==> config.mk <==
export PLATFORM = sky130hd
export DESIGN_NAME = isam_core
export DESIGN_NICKNAME = d
export VERILOG_FILES = /design/src/logic/isam_pkg.sv /design/src/logic/isam_evt_if.sv /design/src/logic/isam_activity.sv /design/src/logic/isam_core.sv
export SDC_FILE = /design/constraint.sdc
export NUM_CORES = 1
export LEC_CHECK = 0
export BUFFER_PORTS_ARGS = -buffer_cell sky130_fd_sc_hd__buf_2
export CORE_MARGIN = 1.5
export CORE_UTILIZATION = 50
export CTS_BUF_LIST = sky130_fd_sc_hd__clkbuf_8
export DETAILED_ROUTE_END_ITERATION = 8
export PLACE_DENSITY_LB_ADDON = 0.12
export SYNTH_ARGS = -nofsm -noshare
export SYNTH_HDL_FRONTEND = slang
export SYNTH_SLANG_ARGS = --single-unit
==> constraint.sdc <==
create_clock -name clock -period 8.77 [get_ports clock]
set_input_delay 1.754 -clock clock [delete_from_list [all_inputs] [get_ports clock]]
set_output_delay 1.754 -clock clock [all_outputs]
set_load 0.01 [all_outputs]
==> src/logic/isam_pkg.sv <==
/*
 Package for the line activation controller: state codes, INFO encodings,
 timing constants. Assumes a 25 MHz system clock.
*/
package isam_pkg;
    // ----------------------------------------
    // Clock and timing
    // ----------------------------------------
    localparam int unsigned CLOCK_HZ = 25000000;
    localparam int unsigned GUARD_TIME_MS = 32;
    localparam int unsigned GUARD_CYCLES = (CLOCK_HZ / 1000) * GUARD_TIME_MS;
    localparam int unsigned ACTIVITY_WINDOW_BITS = 48;
    localparam int unsigned ACTIVITY_ZEROS = 3;
    localparam int unsigned IDLE_ONES = 128;
    localparam int unsigned STATUS_WIDTH = 8;

    // ----------------------------------------
    // Control register layout
    // ----------------------------------------
    localparam logic [1:0] ADDR_CONTROL = 2'h0;
    localparam logic [1:0] ADDR_STATUS = 2'h1;
    localparam logic [1:0] ADDR_DIAG = 2'h2;
    localparam int unsigned CTRL_NT_MODE_BIT = 0;
    localparam int unsigned CTRL_CLEAR_DIAG_BIT = 5;
    localparam int unsigned CTRL_ACT_REQ_BIT = 6;
    localparam int unsigned CTRL_DEACT_REQ_BIT = 7;
    localparam logic [7:0] CONTROL_RESET = 8'h00;
    localparam logic [7:0] DIAG_RESET = 8'h00;

    // ----------------------------------------
    // State codes (hi, lo)
    // ----------------------------------------
    localparam logic [1:0] CODE_DEACT = 2'h0;
    localparam logic [1:0] CODE_LOW1 = 2'h1;
    localparam logic [1:0] CODE_PEND_ACT = 2'h2;
    localparam logic [1:0] CODE_ACTIVE = 2'h3;

    typedef enum logic [2:0] {
        INFO_0,
        INFO_1,
        INFO_2,
        INFO_3,
        INFO_4
    } isam_info_type;

    typedef enum logic [1:0] {
        ST_IDLE,
        ST_PEND_ACT,
        ST_ACTIVE,
        ST_PEND_DEACT
    } isam_state_type;
endpackage

==> src/logic/isam_evt_if.sv <==
/*
 Interface carrying received-line events from the activity detector
 to the state controller. Assumes one clock domain.
*/
`timescale 1ns/1ns
interface isam_evt_if;
    logic bus_activity;
    logic info0_seen;
    modport source (output bus_activity, output info0_seen);
    modport sink (input bus_activity, input info0_seen);
endinterface

==> src/logic/isam_activity.sv <==
/*
 Bus activity detector on received line bits.
 Assumes bit strobe and bit value already synchronised to clock.
*/
`timescale 1ns/1ns
module isam_activity #(
    parameter int unsigned WINDOW = isam_pkg::ACTIVITY_WINDOW_BITS,
    parameter int unsigned ONES = isam_pkg::IDLE_ONES
) (
    input wire logic clock,
    input wire logic nrst,
    input wire logic bit_strobe,
    input wire logic bit_value,
    isam_evt_if.source evt
);
    initial begin
        if (WINDOW < 3 || WINDOW > 255 || ONES < 2 || ONES > 255) begin
            $error("isam_activity: bad window or ones count");
        end
    end

    typedef struct packed {
        logic [WINDOW-1:0] hist;
        logic [7:0] ones;
        logic active;
    } isam_act_type;

    isam_act_type s_q;
    isam_act_type s_d;
    logic [7:0] zeros;

    // ----------------------------------------
    // Zero count over the sliding window
    // ----------------------------------------
    always_comb begin
        zeros = 8'h00;
        for (int i = 0; i < WINDOW; i++) begin
            zeros = zeros + {7'h00, ~s_d.hist[i]};
        end
    end

    always_comb begin
        s_d = s_q;
        if (bit_strobe) begin
            s_d.hist = {s_q.hist[WINDOW-2:0], bit_value};
            if (bit_value) begin
                if (s_q.ones != 8'(ONES)) begin
                    s_d.ones = s_q.ones + 8'h01;
                end
            end else begin
                s_d.ones = 8'h00;
            end
        end
        // Ones-fill history so reset alone never fakes activity
        if (s_d.ones == 8'(ONES)) begin
            s_d.active = 1'b0;
        end else if (zeros >= 8'(isam_pkg::ACTIVITY_ZEROS)) begin
            s_d.active = 1'b1;
        end
    end

    always_ff @(posedge clock or negedge nrst) begin
        if (!nrst) begin
            s_q <= '{hist: '1, ones: 8'h00, active: 1'b0};
        end else begin
            s_q <= s_d;
        end
    end

    assign evt.bus_activity = s_q.active;
    assign evt.info0_seen = ~s_q.active;
endmodule

==> src/logic/isam_core.sv <==
/*
 Layer 1 activation controller for a four-wire line transceiver, NT or TE.
 Assumes a framer supplies sync and A-bit indications on this clock, and
 line bits/frame pulse arrive from pins (synchronised here).
*/
// Contract
// - NT: activation request starts INFO2 at next frame pulse.
// - TE: activation request starts INFO1 at next frame pulse.
// - NT answers bus activity with INFO2 without needing sync.
// - NT losing sync returns to sending INFO2.
// - TE losing sync drops INFO3 and sends INFO0.
// - NT codes: 00 G1, 01 G4, 10 G2, 11 G3.
// - TE codes: 00 F3, 01 F6/F8, 10 F4/F5, 11 F7.
// - NT sends INFO0 in G1/G4, INFO2 in G2, INFO4 in G3.
// - Deactivation in G2/G3 starts 32 ms timer, enters G4; exit on INFO0/expiry.
// - NT G2 to G3 on sync; G2/G3 entered only with deactivation clear.
// - Active NT on INFO0 or sync loss returns to G2 sending INFO2.
// - TE sends INFO0 F3, INFO1 F4/F5, INFO3 if synced F6/F8, INFO3 F7.
// - TE deactivation request or INFO0 in F6/F8/F7 leads to F3.
// - States progress without host while deactivation clear; INFO2, INFO4 steps.
// - TE F4 moves to F5 on any received signal; code keeps F4/F5 as one state (10) sending INFO1 until sync.
// - Sync, activity and INFO0 flags distinguish F6/F8 and F4/F5.
// - Deactivated TE answers INFO2 or INFO4 within 100 ms.
// - Synchronised TE answers INFO4 within two frames.
// - Active TE answers INFO0 with INFO0 within 25 ms.
// - Deactivated NT answers INFO1 within 1 s, INFO3 within 500 ms.
// - Activation and deactivation requests are control bits 6 and 7.
// - Bus activity on three zeros in 48 bits, cleared by 128 ones.
// - Synced TE sees INFO4 on A-bit one, INFO2 on A-bit zero.
`timescale 1ns/1ns
module isam_core #(
    parameter int unsigned GUARD_CYCLES = isam_pkg::GUARD_CYCLES
) (
    input wire logic clock,
    input wire logic nrst,
    input wire logic [1:0] reg_addr,
    input wire logic [7:0] reg_wdata,
    input wire logic reg_write,
    input wire logic reg_read,
    output logic [7:0] reg_rdata,
    input wire logic system_frame_pulse,
    input wire logic rx_bit_strobe,
    input wire logic rx_bit,
    input wire logic rx_sync,
    input wire logic rx_a_bit,
    output logic [2:0] tx_info,
    output logic state_code_bit_hi,
    output logic state_code_bit_lo,
    output logic tx_a_bit
);
    initial begin
        if (GUARD_CYCLES < 2 || GUARD_CYCLES > 32'h00ffffff) begin
            $error("isam_core: guard timer count out of range");
        end
    end

    // ----------------------------------------
    // State record
    // ----------------------------------------
    typedef struct packed {
        logic [1:0] fp_sync;
        logic [1:0] strobe_sync;
        logic strobe_prev;
        logic [1:0] bit_sync;
        logic fp_prev;
        logic [7:0] control;
        logic [7:0] diag;
        logic [7:0] rdata;
        isam_pkg::isam_state_type state;
        logic [23:0] guard;
        logic guard_run;
        isam_pkg::isam_info_type info;
        logic [1:0] code;
        logic a_out;
    } isam_core_type;

    isam_core_type s_q;
    isam_core_type s_d;
    isam_evt_if evt ();

    logic frame_edge;
    logic nt_mode;
    logic act_req;
    logic deact_req;
    logic guard_done;
    logic [7:0] status;

    isam_activity u_activity (
        .clock(clock),
        .nrst(nrst),
        .bit_strobe(s_q.strobe_sync[1] & ~s_q.strobe_prev),
        .bit_value(s_q.bit_sync[1]),
        .evt(evt)
    );

    // Framer flags come from same-clock logic; pins are synchronised
    assign frame_edge = s_q.fp_sync[1] & ~s_q.fp_prev;
    assign nt_mode = s_q.control[isam_pkg::CTRL_NT_MODE_BIT];
    assign act_req = s_q.control[isam_pkg::CTRL_ACT_REQ_BIT];
    assign deact_req = s_q.control[isam_pkg::CTRL_DEACT_REQ_BIT];
    assign guard_done = s_q.guard_run && (s_q.guard == 24'h000000);
    assign status = {evt.bus_activity, evt.info0_seen, rx_sync, rx_a_bit,
        1'b0, s_q.guard_run, s_q.code};

    always_comb begin
        s_d = s_q;
        s_d.fp_sync = {s_q.fp_sync[0], system_frame_pulse};
        s_d.strobe_sync = {s_q.strobe_sync[0], rx_bit_strobe};
        s_d.bit_sync = {s_q.bit_sync[0], rx_bit};
        s_d.fp_prev = s_q.fp_sync[1];
        // Edge taken after the second stage; the first may still be settling
        s_d.strobe_prev = s_q.strobe_sync[1];

        // ----------------------------------------
        // Register port
        // ----------------------------------------
        if (reg_write) begin
            if (reg_addr == isam_pkg::ADDR_CONTROL) begin
                s_d.control = reg_wdata;
            end else if (reg_addr == isam_pkg::ADDR_DIAG) begin
                s_d.diag = reg_wdata;
            end
        end
        // Test modes could block activation, so held clear while control bit 5 is set
        if (s_q.control[isam_pkg::CTRL_CLEAR_DIAG_BIT]) begin
            s_d.diag = isam_pkg::DIAG_RESET;
        end
        s_d.rdata = 8'h00;
        if (reg_read) begin
            if (reg_addr == isam_pkg::ADDR_CONTROL) begin
                s_d.rdata = s_q.control;
            end else if (reg_addr == isam_pkg::ADDR_STATUS) begin
                s_d.rdata = status;
            end else if (reg_addr == isam_pkg::ADDR_DIAG) begin
                s_d.rdata = s_q.diag;
            end
        end

        // ----------------------------------------
        // Guard timer runs every cycle, not per frame
        // ----------------------------------------
        if (s_q.guard_run && s_q.guard != 24'h000000) begin
            s_d.guard = s_q.guard - 24'h000001;
        end

        // ----------------------------------------
        // State machine, stepped at frame pulses
        // ----------------------------------------
        if (frame_edge) begin
            if (nt_mode) begin
                case (s_q.state)
                    isam_pkg::ST_IDLE: begin
                        if (!deact_req && (act_req || evt.bus_activity)) begin
                            s_d.state = isam_pkg::ST_PEND_ACT;
                        end
                    end
                    isam_pkg::ST_PEND_ACT: begin
                        if (deact_req) begin
                            s_d.state = isam_pkg::ST_PEND_DEACT;
                            s_d.guard_run = 1'b1;
                            s_d.guard = 24'(GUARD_CYCLES - 1);
                        end else if (rx_sync) begin
                            s_d.state = isam_pkg::ST_ACTIVE;
                        end
                    end
                    isam_pkg::ST_ACTIVE: begin
                        if (deact_req) begin
                            s_d.state = isam_pkg::ST_PEND_DEACT;
                            s_d.guard_run = 1'b1;
                            s_d.guard = 24'(GUARD_CYCLES - 1);
                        end else if (!rx_sync || evt.info0_seen) begin
                            s_d.state = isam_pkg::ST_PEND_ACT;
                        end
                    end
                    default: begin
                        if (evt.info0_seen || guard_done) begin
                            s_d.state = isam_pkg::ST_IDLE;
                            s_d.guard_run = 1'b0;
                        end
                    end
                endcase
            end else begin
                case (s_q.state)
                    isam_pkg::ST_IDLE: begin
                        if (!deact_req && rx_sync) begin
                            s_d.state = isam_pkg::ST_PEND_DEACT;
                        end else if (!deact_req && act_req) begin
                            s_d.state = isam_pkg::ST_PEND_ACT;
                        end
                    end
                    isam_pkg::ST_PEND_ACT: begin
                        if (deact_req) begin
                            s_d.state = isam_pkg::ST_IDLE;
                        end else if (rx_sync) begin
                            s_d.state = isam_pkg::ST_PEND_DEACT;
                        end
                    end
                    isam_pkg::ST_PEND_DEACT: begin
                        if (deact_req || evt.info0_seen) begin
                            s_d.state = isam_pkg::ST_IDLE;
                        end else if (rx_sync && rx_a_bit) begin
                            s_d.state = isam_pkg::ST_ACTIVE;
                        end
                    end
                    default: begin
                        if (deact_req || evt.info0_seen) begin
                            s_d.state = isam_pkg::ST_IDLE;
                        end else if (!rx_sync) begin
                            s_d.state = isam_pkg::ST_PEND_DEACT;
                        end
                    end
                endcase
            end

            // Transmitted INFO follows the new state
            s_d.a_out = 1'b0;
            if (nt_mode) begin
                case (s_d.state)
                    isam_pkg::ST_PEND_ACT: s_d.info = isam_pkg::INFO_2;
                    isam_pkg::ST_ACTIVE: begin
                        s_d.info = isam_pkg::INFO_4;
                        s_d.a_out = 1'b1;
                    end
                    default: s_d.info = isam_pkg::INFO_0;
                endcase
            end else begin
                case (s_d.state)
                    isam_pkg::ST_PEND_ACT: s_d.info = isam_pkg::INFO_1;
                    isam_pkg::ST_PEND_DEACT: begin
                        s_d.info = rx_sync ? isam_pkg::INFO_3 : isam_pkg::INFO_0;
                    end
                    isam_pkg::ST_ACTIVE: s_d.info = isam_pkg::INFO_3;
                    default: s_d.info = isam_pkg::INFO_0;
                endcase
            end
        end

        // TE sync loss drops INFO3 without waiting for a frame
        if (!nt_mode && !rx_sync && s_q.info == isam_pkg::INFO_3) begin
            s_d.info = isam_pkg::INFO_0;
        end

        // ----------------------------------------
        // State code
        // ----------------------------------------
        case (s_d.state)
            isam_pkg::ST_PEND_ACT: s_d.code = isam_pkg::CODE_PEND_ACT;
            isam_pkg::ST_ACTIVE: s_d.code = isam_pkg::CODE_ACTIVE;
            isam_pkg::ST_PEND_DEACT: s_d.code = isam_pkg::CODE_LOW1;
            default: s_d.code = isam_pkg::CODE_DEACT;
        endcase
    end

    always_ff @(posedge clock or negedge nrst) begin
        if (!nrst) begin
            s_q <= '{fp_sync: 2'h0, strobe_sync: 2'h0, strobe_prev: 1'b0, bit_sync: 2'h3,
                fp_prev: 1'b0, control: isam_pkg::CONTROL_RESET, diag: isam_pkg::DIAG_RESET,
                rdata: 8'h00, state: isam_pkg::ST_IDLE, guard: 24'h000000,
                guard_run: 1'b0, info: isam_pkg::INFO_0,
                code: isam_pkg::CODE_DEACT, a_out: 1'b0};
        end else begin
            s_q <= s_d;
        end
    end

    assign reg_rdata = s_q.rdata;
    assign tx_info = s_q.info;
    assign state_code_bit_hi = s_q.code[1];
    assign state_code_bit_lo = s_q.code[0];
    assign tx_a_bit = s_q.a_out;
endmodule

* After elaboration in Yosys (flattened, before gate mapping)
Cells that the tools add are included.
** Word-level totals
- Word-level logic and storage cells :: 211
- Register bits after elaboration :: 122
- Input port bits :: 19
** Operators by class
- $add $sub $neg :: 49
- Magnitude comparators :: 1
- Muxes and demuxes :: 46
- Reductions and logical operators :: 28
- Equality and inequality tests :: 16
- Bitwise gates (word level) :: 54
** Operators by type and width (number)
- $add A8 B1 Y8 :: 46
- $mux W8 :: 10
- $mux W56 :: 1
- $not A1 Y1 :: 52
- $mux W25 :: 2
- $mux W24 :: 2
- $mux W2 :: 17
- $mux W30 :: 1
- $logic_not A24 Y1 :: 1
- $pmux W2 S3 :: 4
- $reduce_bool A24 Y1 :: 1
- $sub A24 B1 Y24 const B :: 1
- $eq A2 B2 Y1 const B :: 7
- $reduce_bool A2 Y1 :: 5
- $add A8 B1 Y8 const B :: 1
- $eq A2 B1 Y1 const B :: 4
- $eq A8 B8 Y1 const B :: 1
- $ge A8 B2 Y1 const B :: 1
- $logic_and A1 B1 Y1 :: 8
- $ne A8 B8 Y1 const B :: 1
- $mux W3 :: 2
- $pmux W3 S2 :: 1
- $mux W1 :: 5
- $reduce_and A5 Y1 :: 1
- 12 further kinds :: 19

* Depth between registers and ports, before layout
- Word-level depth :: 55
- Mapped depth :: 25

* Hierarchy
From an unflattened synthesis, not the netlist that was laid out.
** Unflattened totals
- Cell total of the unflattened synthesis :: 635
- Area total of the unflattened synthesis :: 7024.2 sq um
** Modules (own cells, without submodules)
- isam_activity :: times used 1, cells each 299, area an instance 3584.7 sq um
- isam_core :: times used 1, cells each 336, area an instance 3439.5 sq um

* Worst setup path after synthesis
Ideal clock, no wire load.
- Path kind :: register to register
- From :: register s_q, in the netlist s_d[60]
- To :: register u_activity.s_q, in the netlist u_activity.evt.bus_activity
- Clock period less this slack :: 6430 ps
- Library setup time :: 137 ps
- Cell stages (with the launch flop) :: 25
- Data required time :: 8633 ps
- Data arrival time :: 6293 ps
- Path buffers :: 3
- Slack :: 2340 ps
- Cell sequence :: dfrtp_1 nand2b_1 clkbuf_1 buf_1 clkbuf_1 nand2_1 nand2_1 inv_1 fa_1 inv_1 fa_1 inv_1 fa_1 inv_1 fa_1 fa_1 inv_1 fa_1 inv_1 fa_1 fa_1 fa_1 nor2_1 nor4_1 a32oi_1
** RTL lines
- start, declared :: line isam_core.sv:77 : isam_core_type s_q;
- start signal, assigned :: line isam_core.sv:256 : s_q <= '{fp_sync: 2'h0, strobe_sync: 2'h0, strobe_prev: 1'b0, bit_sync: 2'h3,
- end signal, assigned :: line isam_activity.sv:64 : s_q <= '{hist: '1, ones: 8'h00, active: 1'b0};
- end, declared :: line isam_activity.sv:28 : isam_act_type s_q;

* Worst setup path after layout
- From :: register s_q[60] (netlist name)
- To :: register u_activity.s_q, in the netlist u_activity.evt.bus_activity
** Between the ends
- Word-level cells in the longest chain between the ends :: 53
** RTL lines
- $not A1 Y1 * :: line isam_core.sv:91 : .bit_strobe(s_q.strobe_sync[1] & ~s_q.strobe_prev),
- $and A1 B1 Y1 * :: line isam_core.sv:91
- $mux W56 * :: line isam_activity.sv:44 : if (bit_strobe) begin
- $not A1 Y1 :: line isam_activity.sv:38 : zeros = zeros + {7'h00, ~s_d.hist[i]};
- $add A1 B1 Y2 :: line isam_activity.sv:38
- $add A8 B1 Y8 (46 in series) :: line isam_activity.sv:38
- $ge A8 B2 Y1 :: line isam_activity.sv:57 : end else if (zeros >= 8'(isam_pkg::ACTIVITY_ZEROS)) begin
- $reduce_bool A2 Y1 (no source line)
Mark *: on every way between the ends. The rest lies on a longest branch, timed or not.
A chain may end at the register's enable or synchronous reset.

==> impl_metrics.csv <==
group,metric,value,unit
floorplan,coreArea,0.0134,mm^2
global_route,top_usage_layer,"met2",
logic_synthesis,syn_area,0.00692,mm^2
global_route,globalRouteTotalUtil,0.194,
status,outcome,"finished clean",
timing,holdWs,358,ps
critical_path,worstReg2RegStart,"s_q[60]",
cts,cts_max_level,4,
cts,clkSlewWorstSetupHoldPaths,70,ps
critical_path,critical_path.most_common_cell,"fa_1",
critical_path,arrival,7080,ps
timing,final.min_clock_period,6800,ps
timing,rsz0062_at_grt,"no",
power_and_ir_drop,power.total,0.00216,W
routing,num_vias,4605,
routing,ant_nets,0,
critical_path,rr_endpoint,"u_activity.evt.bus_activity",
power_and_ir_drop,seq_power_share,0.366,
routing,first_pass_iters,4,
power_and_ir_drop,peakVddDrop,0.151,mV
critical_path,worst-setup-path-type,"register to register",
global_route,grt_pass1_wl,22300,um
critical_path,timing.critical_path.max_delay_family,"adder cells",
routing,drt_iter0_markers,205,
power_and_ir_drop,p_leak,3.68,nW
timing,fin_worst_skew,9.70,ps
timing,finalSetupTns,0,ps
placed_design,placedCellCount,863,
critical_path,worstPathRequired,9050,ps
cells_and_area,nets,783,
global_route,antenna_found_initial,0,
cts,tritoncts,"built",
floorplan,top_level_ports,33,
logic_synthesis,syn-num-nets,765,
critical_path,critPathBufInv,3,
critical_path,r2r_cells,19,
power_and_ir_drop,p_int,0.00133,W
cts,clk_latency,440,ps
placed_design,gp_congestion,0.830,
logic_synthesis,synth-async-reset-ratio,1.00,
global_route,grt_use_met3,0.0443,
cells_and_area,drive_gt1_frac,0.186,
cts,cts-resized-gates,0,
cells_and_area,layout_commonest_cell,"nand2_1",
critical_path,critical_path.startpoint,"s_q[60]",
critical_path,cp-endpoint,"u_activity.evt.bus_activity",
cts,cts_buffers,17,
cells_and_area,n_antenna_cell,0,
routing,routed_wl,12700,um
logic_synthesis,synth_largest_area_cell,"dfrtp_1",
timing,slew_headroom,0.349,
cts,root_buffer,"clkbuf_8",
run,maxCapViolCount,0,
global_route,grt_use_met2,0.307,
timing,period_share,0.775,
placed_design,port_buffers,32,
global_route,grt_max_degree,81,
power_and_ir_drop,p_per_area,287,mW/mm^2
logic_synthesis,yosys_warnings,0,
floorplan,dieArea,0.0146,mm^2
routing,viasPerCell,5.15,
logic_synthesis,ys_ff_latch,122,
floorplan,num_rows,42,
cells_and_area,regArea,0.00312,mm^2
cells_and_area,layout_common_cells,"140 x nand2_1, 89 x inv_1, 72 x dfrtp_1",
critical_path,cp_num_cells,19,
cts,cts_hold_buf,0,
logic_synthesis,synth.distinct_cells,63,
critical_path,cpMaxStageDelayCell,"nand2b_2",
floorplan,die_width,121,um
critical_path,end_kind,"register",
power_and_ir_drop,p_switching,0.000830,W
global_route,grt_pass1_vias,4711,
timing,max_freq,147,MHz
critical_path,reg2reg_slack,1970,ps
power_and_ir_drop,switching_share,0.384,
logic_synthesis,synth_area_leaders,"dfrtp_1 26%, dfstp_2 19%, fa_1 11%",
logic_synthesis,synth_edf_count,0,
logic_synthesis,synth_top_area_frac,0.260,
cts,cts.path.max_buffers,2,
placed_design,hpwlAfterDp,8950,um
cells_and_area,syn2layout_area_growth,8.68,%
cts,cts_setup_buffers,0,
timing,worstMarginPinSlew,977,ps
critical_path,path_cells,"nand2b_2, nand2_1, a21boi_0, ha_1, fa_1, fa_1, fa_1, inv_1, fa_1, fa_1, inv_1, fa_1, inv_1, fa_1, fa_1, fa_1, nor2_1, nor4_1, a32oi_1",
timing,setup_viol,0,
logic_synthesis,ys.flop_type,"dfrtp_1",
cells_and_area,fillers,1201,
logic_synthesis,avgSynthCellArea,10.1,um^2
routing,drc,0,
worst_hold_path,hold_path_class,"register to register",
critical_path,cp_slowest_stage_delay,600,ps
power_and_ir_drop,clockPowerShare,0.216,
critical_path,path_max_fanout,41,
timing,hold_viol_final,0,
floorplan,die_height,121,um
critical_path,start_kind,"register",
cts,cts.sinks,122,
global_route,grtUsageMet1,0.256,
logic_synthesis,synthCells,688,
logic_synthesis,yosysSeqAreaShare,0.450,
power_and_ir_drop,combPwrFrac,0.418,
floorplan,initial_utilization,0.517,
global_route,overflow,0,
routing,drt-wirelength-per-cell,14.2,um
cells_and_area,final_cells,895,
timing,finalMaxSlewViolations,0,
cells_and_area,multiInputGateArea,0.00332,mm^2
==> power by group through the flow <==
stage               Clock (W)  Combinational, W  Sequential, W
floorplan                   0          0.000737       0.000765
global placement            0          0.000884       0.000792
detailed placement          0          0.000912       0.000798
CTS                  0.000478          0.000917       0.000789
global route         0.000506           0.00108       0.000805
finish               0.000466          0.000904       0.000791
==> layer usage <==
metal	wire length, um	vias up
met2	6030	85
met4	281	0
met3	452	23
li1	-	2254
met1	5940	2243
met5	0	-
==> through the flow <==
| stage | area [um^2] | util | setup slack (ps) |
|---|---|---|---|
| floorplan | 6920 | - | 2340 |
| global placement | 7160 | 0.534 | 2120 |
| detailed placement | 7160 | 0.534 | 1960 |
| CTS | 7520 | 0.561 | 1910 |
| global route | 7520 | 0.561 | 1520 |
| finish | 7520 | 0.561 | 1970 |
==> Yosys cell counts, drive strengths merged, types with 7 or more instances <==
library cell    n
dfstp          50
nor3            8
fa             39
nand3          11
inv            84
nor2b           7
a21oi          13
xor2           15
dfrtp          72
and2            7
nand2         140
clkbuf         22
mux2i          35
ha             19
nor2           36
buf            15
nand3b          7
o21ai          23
mux2            8
==> flip-flops by register name, summed over array words and instances (netlist names) <==
signal	cells
state_code_bit_lo	1
tx_info	3
nt_mode	1
state_code_bit_hi	1
s_d	5
act_req	1
tx_a_bit	1
deact_req	1
s_q	43
u_activity.s_q	56
reg_rdata	8
u_activity.evt.bus_activity	1
==> area by class of cell <==
class	count	area share
Multi-Input combinational cell	445	0.441
Sequential cell	122	0.414
Inverter	84	0.0419
Clock buffer	18	0.0329
Tap cell	176	0.0293
Timing Repair Buffer	36	0.0256
Clock inverter	14	0.0155
==> cells by family after synthesis <==
logic type | synth area share
flops | 0.450
simple gates | 0.169
compound gates | 0.0732
mux | 0.0636
buf+inv | 0.0718
xor+xnor | 0.0253
fa+ha+maj | 0.147
==> how the worst min path moves through the flow <==
stage                  from  endpoint  slack, ps  cells after the start
finish              s_d[62]   s_d[60]        360                      0
global route        s_d[59]   s_q[59]        360                      0
CTS                 s_d[62]   s_d[60]        360                      0
detailed placement  s_d[62]   s_d[60]        340                      0
global placement    s_d[62]   s_d[60]        330                      0
floorplan           s_d[64]   s_d[57]        330                      0
(Power assumes the default switching activity.)
